### config.mk
export PLATFORM = sky130hd
export DESIGN_NAME = alt_mode_switch_config_regs
export DESIGN_NICKNAME = d
export VERILOG_FILES = /design/src/core/alt_mode_pkg.sv /design/src/core/lane_ctl_if.sv /design/src/core/alt_mode_switch_config_regs.sv /design/src/core/lane_enable_decode.sv
export SDC_FILE = /design/constraint.sdc
export NUM_CORES = 1
export LEC_CHECK = 0
export BUFFER_PORTS_ARGS = -buffer_cell sky130_fd_sc_hd__buf_4
export CAP_MARGIN = 15
export CORE_MARGIN = 2
export CORE_UTILIZATION = 54
export CTS_CLUSTER_SIZE = 25
export DETAILED_ROUTE_END_ITERATION = 16
export GPL_ROUTABILITY_DRIVEN = 0
export PLACE_DENSITY = 0.93
export SLEW_MARGIN = 20
export SYNTH_ARGS = -nofsm -noshare
export SYNTH_HDL_FRONTEND = slang
export SYNTH_SLANG_ARGS = --single-unit
### constraint.sdc
create_clock -name sys_clk_in -period 3.5 [get_ports sys_clk_in]
set_input_delay 0.175 -clock sys_clk_in [delete_from_list [all_inputs] [get_ports sys_clk_in]]
set_output_delay 0.175 -clock sys_clk_in [all_outputs]
set_load 0.02 [all_outputs]
### src/core/alt_mode_pkg.sv
// Shared constants of the alternate-mode switch configuration registers.
// Assumes a byte-wide register port fed by an external serial slave.
`default_nettype none
package alt_mode_pkg;
   // Register offsets
   localparam logic [7:0]  GEN_CTRL_ADDR    = 8'h0A;
   localparam logic [7:0]  LANE01_EQ_ADDR   = 8'h10;
   localparam logic [7:0]  LANE23_EQ_ADDR   = 8'h11;
   localparam logic [7:0]  SNOOP_CAP_ADDR   = 8'h12;
   localparam logic [7:0]  LANE_CTRL_ADDR   = 8'h13;
   // General control layout and reset
   localparam int          GC_CFG_LSB       = 0;
   localparam int          GC_CFG_MSB       = 1;
   localparam int          GC_FLIP_BIT      = 2;
   localparam int          GC_HPD_FORCE_BIT = 3;
   localparam int          GC_EQ_OVR_BIT    = 4;
   localparam int          GC_HPD_SWAP_BIT  = 5;
   localparam logic [1:0]  GEN_CTRL_CFG_RST = 2'h1;
   // Lane configuration select encodings
   localparam logic [1:0]  CFG_ALL_OFF      = 2'h0;
   localparam logic [1:0]  CFG_USB_ONLY     = 2'h1;
   localparam logic [1:0]  CFG_DP_FOUR      = 2'h2;
   localparam logic [1:0]  CFG_DP_TWO_USB   = 2'h3;
   localparam logic [3:0]  MASK_DP_FOUR     = 4'hF;
   localparam logic [3:0]  MASK_DP_TWO      = 4'h3;
   // Snoop capture layout and snooped sink addresses
   localparam int          PWR_LSB          = 5;
   localparam int          PWR_MSB          = 6;
   localparam int          CNT_LSB          = 0;
   localparam int          CNT_MSB          = 4;
   localparam logic [19:0] PWR_STATE_ADDR   = 20'h00600;
   localparam logic [19:0] LANE_COUNT_ADDR  = 20'h00101;
   localparam logic [1:0]  PWR_ACTIVE       = 2'h1;
   // Lane control layout
   localparam int          SNOOP_OFF_BIT    = 7;
   localparam int          LANE_OFF_MSB     = 3;
   // Sizes
   localparam int          LANES            = 4;
   localparam int          EQ_W             = 4;
   localparam logic [1:0]  EQ_STRAP_PAD     = 2'h0;
endpackage
`default_nettype wire

### src/core/lane_ctl_if.sv
// Carrier between the register bank and the lane enable decoder.
// Assumes both ends sit on the same clock; the decoder is combinational.
`default_nettype none
interface lane_ctl_if;
   logic [1:0] cfg;
   logic       snoop_off;
   logic [3:0] lane_off;
   logic [1:0] pwr;
   logic [4:0] cnt;
   logic [3:0] lane_en;
   modport owner   (output cfg, snoop_off, lane_off, pwr, cnt, input lane_en);
   modport decoder (input cfg, snoop_off, lane_off, pwr, cnt, output lane_en);
endinterface
`default_nettype wire

### src/core/alt_mode_switch_config_regs.sv
// Configuration and status registers of a Type-C alternate-mode redriving switch.
// Assumes a byte register port decoded by a serial slave outside, snooped sink
// writes presented as one-cycle strobes, and straps steady around reset.
//
// Notes on behaviour
// - Select 00 off, 10 four lanes, 11 two+USB
// - Lane select resets to USB-only 01
// - Override clear: equalization follows sampled straps
// - Override set: equalization follows register fields
// - Force bit makes hot-plug input high
// - Swap bit moves hot-plug to alternate pin
// - Lanes 0,1 equalization in one register
// - Lanes 2,3 equalization at 0x11, reset to strap level
// - Override clear: fields read back strap levels
// - Override set: writes set applied equalization
// - Capture snooped power-state writes, bits 6:5
// - Snooping on: power state gates lanes
// - Capture snooped lane-count writes, bits 4:0
// - Snooping on: enable only counted lanes
// - Snooping off: select mask and per-lane disables decide
// - Select upper bit falling clears power state
// - Select upper bit falling clears lane count
// - Snoop disable resets to zero, on
// - Lane disable bit: 0 on, 1 off
`default_nettype none
module alt_mode_switch_config_regs
   import alt_mode_pkg::*;
(
   // Clock and reset
   input  wire logic        sys_clk_in,
   input  wire logic        rst_in,
   // Register port from the serial slave
   input  wire logic [7:0]  reg_addr_in,
   input  wire logic [7:0]  reg_wdata_in,
   input  wire logic        reg_write_in,
   input  wire logic        reg_read_in,
   output logic      [7:0]  reg_rdata_out,
   // Snooped sink configuration writes
   input  wire logic        snoop_write_in,
   input  wire logic [19:0] snoop_addr_in,
   input  wire logic [7:0]  snoop_data_in,
   // Straps and hot-plug pins
   input  wire logic [1:0]  display_eq_straps_in,
   input  wire logic [1:0]  superspeed_eq_straps_in,
   input  wire logic [1:0]  usb_rx_eq_straps_in,
   input  wire logic        hotplug_pin_a_in,
   input  wire logic        hotplug_pin_b_in,
   // Controls to the datapath
   output logic      [3:0]  dp_lane_en_out,
   output logic             usb_path_en_out,
   output logic             orientation_flip_select_out,
   output logic             hotplug_input_out,
   output logic      [15:0] lane_eq_level_out,
   output logic      [1:0]  superspeed_eq_straps_out,
   output logic      [1:0]  usb_rx_eq_straps_out
);
   import alt_mode_pkg::*;

   typedef struct packed {
      logic [1:0]  cfg;
      logic        flip;
      logic        hpd_force;
      logic        eq_ovr;
      logic        hpd_swap;
      logic [15:0] eq;
      logic [1:0]  pwr;
      logic [4:0]  cnt;
      logic        snoop_off;
      logic [3:0]  lane_off;
      logic [7:0]  rdata;
      logic [3:0]  lane_en;
      logic        usb_en;
      logic        flip_o;
      logic        hpd_o;
      logic        straps_taken;
      logic [1:0]  dp_strap;
      logic [1:0]  ss_strap;
      logic [1:0]  usb_strap;
   } state_type;

   state_type  s;
   state_type  next_s;
   lane_ctl_if ctl ();

   lane_enable_decode u_decode (
      .ctl (ctl.decoder)
   );

   assign ctl.cfg       = s.cfg;
   assign ctl.snoop_off = s.snoop_off;
   assign ctl.lane_off  = s.lane_off;
   assign ctl.pwr       = s.pwr;
   assign ctl.cnt       = s.cnt;

   logic            wr_gen;
   logic            wr_eq01;
   logic            wr_eq23;
   logic            wr_lane;
   logic            pwr_hit;
   logic            cnt_hit;
   logic [EQ_W-1:0] strap_level;

   assign wr_gen      = reg_write_in && (reg_addr_in == GEN_CTRL_ADDR);
   assign wr_eq01     = reg_write_in && (reg_addr_in == LANE01_EQ_ADDR);
   assign wr_eq23     = reg_write_in && (reg_addr_in == LANE23_EQ_ADDR);
   assign wr_lane     = reg_write_in && (reg_addr_in == LANE_CTRL_ADDR);
   assign pwr_hit     = snoop_write_in && (snoop_addr_in == PWR_STATE_ADDR);
   assign cnt_hit     = snoop_write_in && (snoop_addr_in == LANE_COUNT_ADDR);
   // Four-level straps are seen here as two bits, widened to the field
   assign strap_level = {s.dp_strap, EQ_STRAP_PAD};

   always_comb begin
      next_s = s;
      // Straps are taken once, in the first cycle after reset release
      if (!s.straps_taken) begin
         next_s.straps_taken = 1'b1;
         next_s.dp_strap     = display_eq_straps_in;
         next_s.ss_strap     = superspeed_eq_straps_in;
         next_s.usb_strap    = usb_rx_eq_straps_in;
      end
      if (wr_gen) begin
         next_s.cfg       = reg_wdata_in[GC_CFG_MSB:GC_CFG_LSB];
         next_s.flip      = reg_wdata_in[GC_FLIP_BIT];
         next_s.hpd_force = reg_wdata_in[GC_HPD_FORCE_BIT];
         next_s.eq_ovr    = reg_wdata_in[GC_EQ_OVR_BIT];
         next_s.hpd_swap  = reg_wdata_in[GC_HPD_SWAP_BIT];
      end
      if (wr_lane) begin
         next_s.snoop_off = reg_wdata_in[SNOOP_OFF_BIT];
         next_s.lane_off  = reg_wdata_in[LANE_OFF_MSB:0];
      end
      // Equalization fields: straps own them unless software overrides
      if (!s.eq_ovr) begin
         next_s.eq = {LANES{strap_level}};
      end else begin
         if (wr_eq01) begin
            next_s.eq[7:0] = reg_wdata_in;
         end
         if (wr_eq23) begin
            next_s.eq[15:8] = reg_wdata_in;
         end
      end
      // Leaving a display mode drops stale captures; a snoop in the same
      // cycle still lands, so no sink write is lost
      if (s.cfg[GC_CFG_MSB] && !next_s.cfg[GC_CFG_MSB]) begin
         next_s.pwr = '0;
         next_s.cnt = '0;
      end
      if (pwr_hit) begin
         next_s.pwr = snoop_data_in[1:0];
      end
      if (cnt_hit) begin
         next_s.cnt = snoop_data_in[4:0];
      end
      if (reg_read_in) begin
         case (reg_addr_in)
            GEN_CTRL_ADDR:  next_s.rdata = {2'h0, s.hpd_swap, s.eq_ovr, s.hpd_force,
                                            s.flip, s.cfg};
            LANE01_EQ_ADDR: next_s.rdata = s.eq[7:0];
            LANE23_EQ_ADDR: next_s.rdata = s.eq[15:8];
            SNOOP_CAP_ADDR: next_s.rdata = {1'b0, s.pwr, s.cnt};
            LANE_CTRL_ADDR: next_s.rdata = {s.snoop_off, 3'h0, s.lane_off};
            default:        next_s.rdata = 8'h00;
         endcase
      end
      next_s.lane_en = ctl.lane_en;
      next_s.usb_en  = (s.cfg == CFG_USB_ONLY) || (s.cfg == CFG_DP_TWO_USB);
      next_s.flip_o  = s.flip;
      if (s.hpd_force) begin
         next_s.hpd_o = 1'b1;
      end else if (s.hpd_swap) begin
         next_s.hpd_o = hotplug_pin_b_in;
      end else begin
         next_s.hpd_o = hotplug_pin_a_in;
      end
   end

   always_ff @(posedge sys_clk_in) begin
      if (rst_in) begin
         s     <= '0;
         s.cfg <= GEN_CTRL_CFG_RST;
      end else begin
         s <= next_s;
      end
   end

   assign reg_rdata_out               = s.rdata;
   assign dp_lane_en_out              = s.lane_en;
   assign usb_path_en_out             = s.usb_en;
   assign orientation_flip_select_out = s.flip_o;
   assign hotplug_input_out           = s.hpd_o;
   assign lane_eq_level_out           = s.eq;
   assign superspeed_eq_straps_out    = s.ss_strap;
   assign usb_rx_eq_straps_out        = s.usb_strap;
endmodule
`default_nettype wire

### src/core/lane_enable_decode.sv
// Per-lane enable decode from configuration, snoop captures and lane disables.
// Assumes its inputs are registered by the owner; output is combinational.
`default_nettype none
module lane_enable_decode
   import alt_mode_pkg::*;
(
   lane_ctl_if.decoder ctl
);
   logic [3:0] avail;

   always_comb begin
      case (ctl.cfg)
         CFG_DP_FOUR:    avail = MASK_DP_FOUR;
         CFG_DP_TWO_USB: avail = MASK_DP_TWO;
         default:        avail = '0;
      endcase
   end

   for (genvar i = 0; i < LANES; i++) begin : g_lane
      localparam logic [4:0] IDX = 5'(i);
      always_comb begin
         if (ctl.snoop_off) begin
            ctl.lane_en[i] = avail[i] & ~ctl.lane_off[i];
         end else begin
            ctl.lane_en[i] = avail[i] & (ctl.pwr == PWR_ACTIVE)
                             & (IDX < ctl.cnt);
         end
      end
   end
endmodule
`default_nettype wire

# ---- Yosys cells after proc, flatten, opt, wreduce, memory -nomap -nowiden
# Index checks and enable logic that the tools add are counted.
dict set report classes {
  n_eq_ne 13
  n_bitwise 17
  n_mux 15
  n_reduce_logical 12
  n_lt_le_gt_ge 4
}
# cell count
set ops {}
lappend ops {{8-bit one-hot mux with 5 select lines} 1}
lappend ops {{8-bit by 5-bit == test with 1-bit output (second input constant)} 4}
lappend ops {{20-bit by 11-bit == test with 1-bit output (second input constant)} 1}
lappend ops {{20-bit by 9-bit == test with 1-bit output (second input constant)} 1}
lappend ops {{16-bit 2-to-1 mux} 1}
lappend ops {{8-bit 2-to-1 mux} 2}
lappend ops {{1-bit bitwise AND} 12}
lappend ops {{1-bit by 5-bit < comparator with 1-bit output (first input constant)} 2}
lappend ops {{2-bit by 5-bit < comparator with 1-bit output (first input constant)} 2}
lappend ops {{8-bit by 4-bit == test with 1-bit output (second input constant)} 1}
lappend ops {{4-bit one-hot mux with 2 select lines} 1}
lappend ops {{1-bit logical AND} 7}
lappend ops {{7-bit 2-to-1 mux} 1}
lappend ops {{1-bit 2-to-1 mux} 6}
lappend ops {{6-bit 2-to-1 mux} 1}
lappend ops {{5-bit 2-to-1 mux} 1}
lappend ops {{1-bit NOT} 5}
lappend ops {{2-bit by 1-bit == test with 1-bit output (second input constant)} 2}
lappend ops {{2-bit == test (second input constant)} 2}
lappend ops {{2-bit by 1-bit != test with 1-bit output (second input constant)} 2}
lappend ops {{2-bit nonzero test} 2}
lappend ops {{2-bit 2-to-1 mux} 1}
lappend ops {{2-bit OR reduction} 1}
lappend ops {{1-bit logical NOT} 1}
lappend ops {{1-bit logical OR} 1}
dict set report totals {
  regBits 56
  input_bits 57
}

# ---- Depth between registers and ports, before layout
# Gate-level depths: netlist of the first run.
dict set report depth {
  word_depth 7
  ltp_mapped 6
  depth_no_buf 4
}

# ---- Cells and area by module
# Synthesis of the first run repeated with hierarchy kept, for this count alone.
dict set report unflattened {
  hier_cells 278
  hier_area_um2 2692.6
}
# module area_each_um2 cells_per_inst instances
set by_module_without_submodules {}
lappend by_module_without_submodules {alt_mode_switch_config_regs 2587.5 265 1}
lappend by_module_without_submodules {lane_enable_decode 105.1 13 1}

# ---- Worst setup path after synthesis of the first run
# Ideal clock, no wire load.
dict set report synth_path {
  path_type {input to register}
  start {input port reg_addr_in[5]}
  end {register s (netlist bit lane_eq_level_out[10])}
  setup_ns 0.134
  t_required_ns 3.366
  path_stages 4
  arrival_time_ns 1.191
  path_slack_ns 2.175
  path_buffers 0
  path_cell_list {nor4_4 > nand4_2 > mux2i_1 > a21oi_1}
}
dict set report synth_between {
  elab_chain_len 3
}
# element line
set synth_rtl {}
lappend synth_rtl {{start, declared} alt_mode_switch_config_regs.sv:33} ;# input wire logic [7:0] reg_addr_in,
lappend synth_rtl {{8-bit by 5-bit == test with 1-bit output} alt_mode_switch_config_regs.sv:105} ;# assign wr_eq23 = reg_write_in && (reg_addr_in == LANE23_EQ_ADDR);
lappend synth_rtl {{1-bit logical AND} alt_mode_switch_config_regs.sv:105}
lappend synth_rtl {{2-bit by 1-bit != test with 1-bit output (no line)} n/a}
lappend synth_rtl {{end signal, assigned} alt_mode_switch_config_regs.sv:183} ;# s <= next_s;
lappend synth_rtl {{end, declared} alt_mode_switch_config_regs.sv:81} ;# state_type s;
# Every way passes these cells.
# A chain may end at the register's enable or synchronous reset.

# ---- Worst setup path in the final report of the first run
dict set report layout_path {
  start {input port reg_addr_in[5]}
  end {register s (netlist bit lane_eq_level_out[2])}
}
dict set report layout_between {
  elab_chain_len 3
}
# element line
set layout_rtl {}
lappend layout_rtl {{8-bit by 5-bit == test with 1-bit output} alt_mode_switch_config_regs.sv:104} ;# assign wr_eq01 = reg_write_in && (reg_addr_in == LANE01_EQ_ADDR);
lappend layout_rtl {{1-bit logical AND} alt_mode_switch_config_regs.sv:104}
lappend layout_rtl {{2-bit by 1-bit != test with 1-bit output (no line)} n/a}
# Every way passes these cells.

==> flow_metrics.tcl, run 1 <==
set metrics [dict create \
    tritoncts "yes" \
    dp_cells 398 \
    period_needed_ns 1.64 \
    rows 25 \
    wl_mm 6.28 \
    drt-wirelength-per-cell_um 15.5 \
    final_core_util_pct 68.4 \
    dieArea_sq_um 5580 \
    fin_skew_ns 0.00569 \
    drive_gt1_share_pct 31.9 \
    synth_cell_types 39 \
    worstPathRequired_ns 3.68 \
    worstHoldPathType "in -> reg" \
    ys_seq_area_share_pct 41.5 \
    clock.fmax_ghz 0.609 \
    rsz0062_at_grt "false" \
    num_vias 2225 \
    holdPathStages 3 \
    grt_max_degree 31 \
    setup_viol 0 \
    first_iter_violations 133 \
    n_antenna_cell 0 \
    cts_buffer_depth 2 \
    dp_slack_ns 1.58 \
    design_area_sq_um 3270 \
    status "complete, no violations" \
    cpPeakStageDelay_ns 0.55 \
    worstMarginPinSlew_ns 0.654 \
    ff2ff_path_depth 4 \
    hp-start "superspeed_eq_straps_in[1]" \
    synth_nets 341 \
    p_per_area_nw_per_um2 364 \
    worstPathMaxFanout 16 \
    arrival_ns 1.82 \
    relSlewSlack_pct 56.2 \
    cts_resized 0 \
    cp_common_cell "buf_4" \
    fin_crit_sh_pct 46.9 \
    r2r-start "ctl.cnt[4]" \
    grt_pass1_wl_mm 9.90 \
    synthToLayoutAreaGrowth_pct 21.3 \
    p_leak_nw 1.50 \
    clkSlewWorstSetupHoldPaths_ns 0.09 \
    grt_use_total_pct 23.4 \
    finalSetupTns_ns 0 \
    core_region_area_sq_um 4790 \
    setup_ws_ns 1.86 \
    crit_path_cell_trace "buf_4 -> nor4_4 -> buf_4 -> nand4b_1 -> mux2i_1 -> a21oi_1" \
    die-width_um 74.7 \
    post_cts_buffers 0 \
    rr_endpoint "dp_lane_en_out[0]" \
    place_hpwl_mm 4.77 \
    hold_viol 0 \
    hold_ws_ns 0.0983 \
    fillers 394 \
    crit_end "lane_eq_level_out[2]" \
    viasPerCell 5.48 \
    synthCells 284 \
    crit_start "reg_addr_in[5]" \
    clock_sinks 56 \
    place_area_sq_um 3160 \
    root_buffer "clkbuf_8" \
    power_mw 1.19 \
    grt_pass1_vias 2196 \
    start_kind "input pin" \
    holdBufCountCts 0 \
    start_util_pct 56.4 \
    ys_warn_count 0 \
    numPortBuffers 88 \
    ys_ff_latch 56 \
    syn_avg_cell_area_sq_um 9.50 \
    cp-end-kind "register" \
    maxCapViolations 0 \
    h-tree-depth 2 \
    antenna_left 0 \
    antenna_found_initial 0 \
    reg2reg_slack_ns 2.29 \
    ios 92 \
    die_h_um 74.7 \
    nNetsFinal 395 \
    drtPass1Iterations 5 \
    syn_area_sq_um 2700 \
    final_cell_count_no_fill 406 \
    drc 0 \
    clock_latency_ns 0.30 \
    worstSetupPathType "in -> reg" \
    critPathSlowestCell "nand4b_1" \
    cts_buffers 5 \
    ir_drop_mv 0.278 \
    final_max_slew_viol_count 0 \
    overflow 0 \
]
-- layout make-up --
type	count	area [sq um]	area share (%)
Inverter	3	11.3	0.344
Clock inverter	3	42.5	1.30
Multi-Input combinational cell	182	1270	38.8
Timing Repair Buffer	90	676	20.6
Sequential cell	56	1120	34.2
Tap cell	67	83.8	2.56
Clock buffer	5	68.8	2.10
-- worst max-delay path, delay by kind of cell --
| kind | cells | cell delay [ns] |
|---|---|---|
| AOI/OAI and AO/OA | 1 | 0.09 |
| and+or+nand+nor | 2 | 0.82 |
| buffers and inverters | 2 | 0.37 |
| muxes | 1 | 0.35 |
-- synthesized netlist by cell type --
cell | count | area, sq um
nand2_1 | 24 | 90.1
nand3b_1 | 2 | 15.0
nor4_4 | 1 | 21.3
nor2b_1 | 4 | 25.0
nand4bb_1 | 3 | 33.8
nand3_2 | 1 | 10.0
buf_1 | 2 | 7.51
a31oi_1 | 1 | 6.26
o21ai_1 | 4 | 20.0
buf_2 | 5 | 25.0
buf_4 | 32 | 240
inv_1 | 2 | 7.51
o21ai_0 | 5 | 25.0
clkbuf_1 | 3 | 11.3
nand3_1 | 9 | 45.0
nor4_1 | 3 | 18.8
a211oi_1 | 1 | 7.51
a32oi_1 | 1 | 8.76
mux2i_1 | 52 | 521
o32ai_1 | 1 | 8.76
nor2_1 | 31 | 116
clkinv_1 | 1 | 3.75
nor4bb_1 | 1 | 10.0
nor3b_1 | 2 | 15.0
or3_1 | 1 | 6.26
buf_6 | 1 | 11.3
o221a_2 | 6 | 67.6
dfxtp_1 | 56 | 1120
and4_1 | 1 | 8.76
nand4_2 | 1 | 12.5
a32o_1 | 1 | 10.0
a41oi_1 | 1 | 8.76
o22a_1 | 4 | 35.0
a211o_1 | 1 | 8.76
nor3_2 | 1 | 10.0
nand4b_1 | 1 | 8.76
nor3_1 | 5 | 25.0
a21oi_1 | 11 | 55.1
and3b_1 | 2 | 17.5
-- worst min path at each step --
stage,to
finish,superspeed_eq_straps_out[1]
global route,lane_eq_level_out[5]
CTS,s[4]
detailed placement,superspeed_eq_straps_out[1]
global placement,superspeed_eq_straps_out[0]
floorplan,ctl.cfg[0]
-- kinds of logic (layout without fill, tap and decap cells) --
group / count (synthesis) / count (layout) / share of synthesized area, %
multiplexers: 52 / 52 / 19.3
AO/OA/AOI/OAI: 37 / 37 / 9.69
AND/OR/NAND/NOR: 93 / 93 / 18.1
flip-flops: 56 / 56 / 41.5
buffers and inverters: 46 / 101 / 11.4
-- report_power, final --
group	leakage [nW]	switching [mW]	internal, mW
Clock	0.0541	0.201	0.212
Combinational	0.991	0.0579	0.0652
Sequential	0.454	0.00779	0.647
Total	1.50	0.267	0.924
-- state kept, by name (all words and copies together) (netlist names) --
| name | count |
|---|---|
| reg_rdata_out | 8 |
| ctl.snoop_off | 1 |
| orientation_flip_select_out | 1 |
| ctl.cfg | 2 |
| ctl.lane_off | 4 |
| s | 6 |
| usb_path_en_out | 1 |
| ctl.pwr | 2 |
| usb_rx_eq_straps_out | 2 |
| next_s | 1 |
| superspeed_eq_straps_out | 2 |
| dp_lane_en_out | 4 |
| ctl.cnt | 5 |
| hotplug_input_out | 1 |
| lane_eq_level_out | 16 |
-- placed cells by master (no fill, tap or decap), drive strengths merged, types with 5 or more instances in the layout --
master,count
a21oi,11
buf,90
clkbuf,5
dfxtp,56
mux2i,52
nand2,24
nand3,10
nor2,31
nor3,6
o21ai,9
o221a,6
-- layer usage --
layer	global-route usage [%]	share of wire, %	wire length, um	vias to the layer above
li1	-	-	-	1084
met1	28.7	41	2600	1043
met2	41.3	51	3210	85
met3	4.55	5.5	343	13
met4	8.13	2.0	125	0
met5	0	0	0	-
(Power assumes the default switching activity.)
==> run 2: changes to the inputs <==
Settings changed: CORE_UTILIZATION 54 to 45, PLACE_DENSITY 0.93 to 0.84.
Clock period 3.5 ns to 1.3 ns, I/O delays scaled along.
==> run 2 against run 1 <==
Total power grew to 2.6 times the previous value. Critical path type is now reg -> reg. Die area is 19% higher. Largest power group unchanged. Via count is 2.3% higher. Count of clock-buffer cells in the layout stayed put.
==> flow_metrics.tcl, run 2 (synthesis gave the netlist of run 1 again) <==
set metrics [dict create \
    clock_sinks 56 \
    period_needed_ns 1.22 \
    holdPathStages 3 \
    grt_pass1_wl_mm 10.2 \
    ir_drop_mv 0.542 \
    largest_reg_flops 16 \
    worstMarginPinSlew_ns 0.414 \
    drive_gt1_share_pct 33.7 \
    final_common_cell "buf_4" \
    relSlewSlack_pct 72.1 \
    r2r-start "ctl.cnt[4]" \
    drt-wirelength-per-cell_um 14.9 \
    rsz0062_at_grt "false" \
    crit_start "ctl.cnt[4]" \
    n_antenna_cell 0 \
    holdPathEnd "lane_eq_level_out[5]" \
    h-tree-depth 2 \
    netSwitchingPower_mw 0.742 \
    grt_max_degree 24 \
    antenna_left 0 \
    rows 28 \
    intPower_mw 2.32 \
    rr_endpoint "dp_lane_en_out[2]" \
    start_kind "register" \
    grt_use_total_pct 20.2 \
    place_area_sq_um 3290 \
    dieArea_sq_um 6630 \
    clock_latency_ns 0.31 \
    viasPerCell 5.25 \
    sw_frac_of_total_pct 24.2 \
    grt_pass1_vias 2265 \
    final_cell_mix "buf_4 (100), dfxtp_1 (56), mux2i_1 (52)" \
    fin_skew_ns 0.00802 \
    first_iter_violations 147 \
    place_hpwl_mm 5.07 \
    cts_buffer_depth 2 \
    die-width_um 81.4 \
    overflow 0 \
    maxCapViolations 0 \
    power.share.sequential_pct 57.4 \
    post_cts_buffers 0 \
    wl_mm 6.47 \
    antenna_found_initial 0 \
    numPortBuffers 88 \
    worstPathRequired_ns 1.50 \
    num_vias 2277 \
    pwr-share-clk_pct 30.5 \
    hold_ws_ns 0.00735 \
    status "complete, no violations" \
    setup_viol 0 \
    die_h_um 81.4 \
    cp-end-kind "register" \
    hold_viol 0 \
    start_util_pct 46.1 \
    worstPathMaxFanout 4 \
    clock.fmax_ghz 0.817 \
    design_area_sq_um 3460 \
    finalSetupTns_ns 0 \
    p_per_area_nw_per_um2 886 \
    fin_crit_sh_pct 94.1 \
    synthToLayoutAreaGrowth_pct 28.2 \
    drtPass1Iterations 4 \
    tritoncts "yes" \
    arrival_ns 1.43 \
    cts_buffers 5 \
    clkSlewWorstSetupHoldPaths_ns 0.10 \
    worstHoldPathType "in -> reg" \
    root_buffer "clkbuf_8" \
    core_region_area_sq_um 5850 \
    p_leak_nw 1.60 \
    ios 92 \
    reg2reg_slack_ns 0.08 \
    final_max_slew_viol_count 0 \
    drc 0 \
    hp-start "reg_wdata_in[5]" \
    combPwrFrac_pct 12.1 \
    nNetsFinal 415 \
    ff2ff_path_depth 4 \
    worstSetupPathType "reg -> reg" \
    final_core_util_pct 59.2 \
]
-- run 2: changes by cell type in the layout (fill, tap and decap cells not counted), sizes merged --
cell	previous run	this run
clkinv	2	4
dlygate4sd3	0	8
bufinv	1	0
clkinvlp	1	0
buf	90	102
-- run 2: routing by layer --
metal	share of wire [%]	vias to the layer above	GRT usage (%)	wire length [um]
met3	7.1	17	4.62	456
li1	-	1124	-	-
met2	49	100	34.3	3180
met5	0	-	0	0
met4	2.5	0	8.98	161
met1	41	1036	24.2	2670
-- run 2: final cells by class --
class	count	area, sq um
multi-input cells	182	1280
fillers	510	2390
repair buffers	110	871
well taps	75	93.8
clock inverters	3	18.8
inverters	3	11.3
clock buffers	5	68.8
flip-flops and latches	56	1120
-- run 2: what timing repair did --
action,in CTS,in global routing
hold buffers,8,0
endpoints found under the setup margin,0,1
endpoints found under the hold margin,10,0
gates resized for setup,0,1
-- run 2: worst max path at each step --
stage,to,cells after the start
floorplan,lane_eq_level_out[10],4
global placement,ctl.cfg[0],7
detailed placement,ctl.lane_off[2],7
CTS,dp_lane_en_out[0],4
global route,dp_lane_en_out[2],4
finish,dp_lane_en_out[2],4
-- run 2: stage by stage --
step	cells	power, mW	setup slack, ns
5_1_grt	434	3.20	0.0181
3_3_place_gp	418	2.14	-0.0543
2_1_floorplan	284	1.95	0.0850
4_1_cts	434	3.09	0.0915
3_5_place_dp	418	2.15	-0.0883
6_report	434	3.07	0.0766
-- run 2: worst max-delay path: stages (launching register included) --
cell and delay, ns:
dfxtp_1 0.35, or3_1 0.44, a21oi_1 0.14, o22a_1 0.14, nor3_1 0.05
-- run 2: power by group through the flow --
stage	registers [mW]	clock network, mW	logic, mW
6_report	1.76	0.934	0.371
5_1_grt	1.76	1.03	0.398
4_1_cts	1.76	0.960	0.370
3_5_place_dp	1.80	0	0.350
3_3_place_gp	1.80	0	0.343
2_1_floorplan	1.80	0	0.156
==> run 3: changes to the inputs <==
Settings changed: SETUP_SLACK_MARGIN from default to 0.15.
==> run 3 against run 2 <==
Sequential power hardly changed. Die area stayed put. Highest routed layer unchanged. Critical path type unchanged. Total power is 1.5% higher. Largest power group unchanged. Hold slack better by 0.0026 ns. Sequential share of layout area is 0.25 points lower. First-iteration DRC count is 35% higher. Largest cell class unchanged.
==> flow_metrics.tcl, run 3 (synthesis gave the netlist of run 1 again) <==
set metrics [dict create \
    start_kind "register" \
    numPortBuffers 88 \
    antenna_found_initial 0 \
    dp_cells 421 \
    worstPathMaxFanout 3 \
    viasPerCell 5.26 \
    clock.fmax_ghz 0.855 \
    dp_slack_ns -0.166 \
    holdPathStages 3 \
    grt_max_degree 17 \
    maxCapViolations 0 \
    crit_path_cell_trace "or3_4 -> nor3_2 -> o22a_1 -> nor2_1" \
    rsz0062_at_grt "true" \
    num_vias 2287 \
    cts_buffers 5 \
    busiest_layer "met2" \
    core_region_area_sq_um 5850 \
    setup_viol 0 \
    rr_endpoint "dp_lane_en_out[0]" \
    arrival_ns 1.38 \
    critPathSlowestCell "or3_4" \
    die-width_um 81.4 \
    crit_family "simple AND/OR/NAND/NOR gates" \
    place_hpwl_mm 4.98 \
    grt_use_total_pct 19.7 \
    synthToLayoutAreaGrowth_pct 29.7 \
    tritoncts "yes" \
    worstPathRequired_ns 1.51 \
    nNetsFinal 416 \
    met1_usage_pct 25.8 \
    final_common_cell "buf_4" \
    rows 28 \
    cp-end-kind "register" \
    cpPeakStageDelay_ns 0.41 \
    ff2ff_path_depth 4 \
    hold_viol 0 \
    post_cts_buffers 0 \
    met3_usage_pct 4.84 \
    worstMarginPinSlew_ns 0.435 \
    worstHoldPathType "in -> reg" \
    reg2reg_slack_ns 0.13 \
    drtPass1Iterations 4 \
    final_max_slew_viol_count 0 \
    drt-wirelength-per-cell_um 14.8 \
    start_util_pct 46.1 \
    clock_sinks 56 \
    worst-path-buf-inv 0 \
    drc 0 \
    first_iter_violations 198 \
    h-tree-depth 2 \
    fin_crit_sh_pct 90.0 \
    fin_skew_ns 0.00749 \
    wl_mm 6.44 \
    met2_usage_pct 32.0 \
    die_h_um 81.4 \
    grt_pass1_wl_mm 9.97 \
    hp-start "reg_wdata_in[7]" \
    dieArea_sq_um 6630 \
    status "complete, no violations" \
    power_mw 3.11 \
    r2r-start "ctl.cnt[4]" \
    cp.depth 4 \
    antenna_left 0 \
    overflow 0 \
    clkSlewWorstSetupHoldPaths_ns 0.10 \
    final_cell_mix "buf_4 (104), dfxtp_1 (53), mux2i_1 (52)" \
    final_cell_count_no_fill 435 \
    grt_pass1_vias 2095 \
    ios 92 \
    p_per_area_nw_per_um2 889 \
    largest_reg_flops 16 \
    holdPathEnd "ctl.snoop_off" \
    setup_ws_ns 0.130 \
    p_leak_nw 1.59 \
    root_buffer "clkbuf_8" \
    ir_drop_mv 0.646 \
    cts_buffer_depth 2 \
    drive_gt1_share_pct 36.4 \
    n_antenna_cell 0 \
    relSlewSlack_pct 70.9 \
    period_needed_ns 1.17 \
    clock_latency_ns 0.31 \
    worstSetupPathType "reg -> reg" \
]
[run 3: final cells by class]
| cell class | count | area, sq um |
|---|---|---|
| Clock buffer | 7 | 86.3 |
| Clock inverter | 1 | 7.51 |
| Fill cell | 506 | 2350 |
| Inverter | 3 | 11.3 |
| Multi-Input combinational cell | 182 | 1320 |
| Sequential cell | 56 | 1120 |
| Tap cell | 75 | 93.8 |
| Timing Repair Buffer | 111 | 852 |
[run 3: metal layers]
metal  wire length [um]  vias to the layer above  share of wire [%]
li1                   -                     1133                  -
met1               2730                     1054                 42
met2               3160                       88                 49
met3                442                       12                6.9
met4                 99                        0                1.5
met5                  0                        -                  0
[run 3: timing repair]
item	in CTS	in global routing
hold buffers	6	0
hold endpoints to repair	6	0
gates resized for setup	3	8
pin swaps	0	0
endpoints found under the setup margin	6	7
[run 3: tightest hold or removal path: stages]
cell     delay, ns
buf_4         0.09
mux2i_1       0.06
nor2_1        0.07
[run 3: report_power, final]
group          internal, mW  total, mW  switching, mW
Clock                 0.434      0.991          0.557
Sequential             1.74       1.76         0.0198
Combinational         0.199      0.361          0.161
[run 3: worst max path at each step]
stage	slack (ns)	end	startpoint
floorplan	0.09	lane_eq_level_out[10]	reg_addr_in[5]
global placement	-0.11	ctl.pwr[0]	reg_addr_in[5]
detailed placement	-0.17	ctl.cnt[4]	reg_addr_in[5]
CTS	0.14	dp_lane_en_out[0]	ctl.cnt[4]
global route	0.11	dp_lane_en_out[0]	ctl.cnt[4]
finish	0.13	dp_lane_en_out[0]	ctl.cnt[4]
[run 3: per-stage QoR]
stage / setup TNS (ns) / util (%) / cell area [sq um] / hold WS, ns
2_1_floorplan: 0 / - / 2710 / 0.190
3_3_place_gp: -1.36 / 56.2 / 3290 / 0.293
3_5_place_dp: -2.86 / 56.2 / 3290 / 0.306
4_1_cts: 0 / 59.0 / 3450 / 0.00626
5_1_grt: 0 / 59.8 / 3500 / 0.00103
6_report: 0 / 59.8 / 3500 / 0.00999
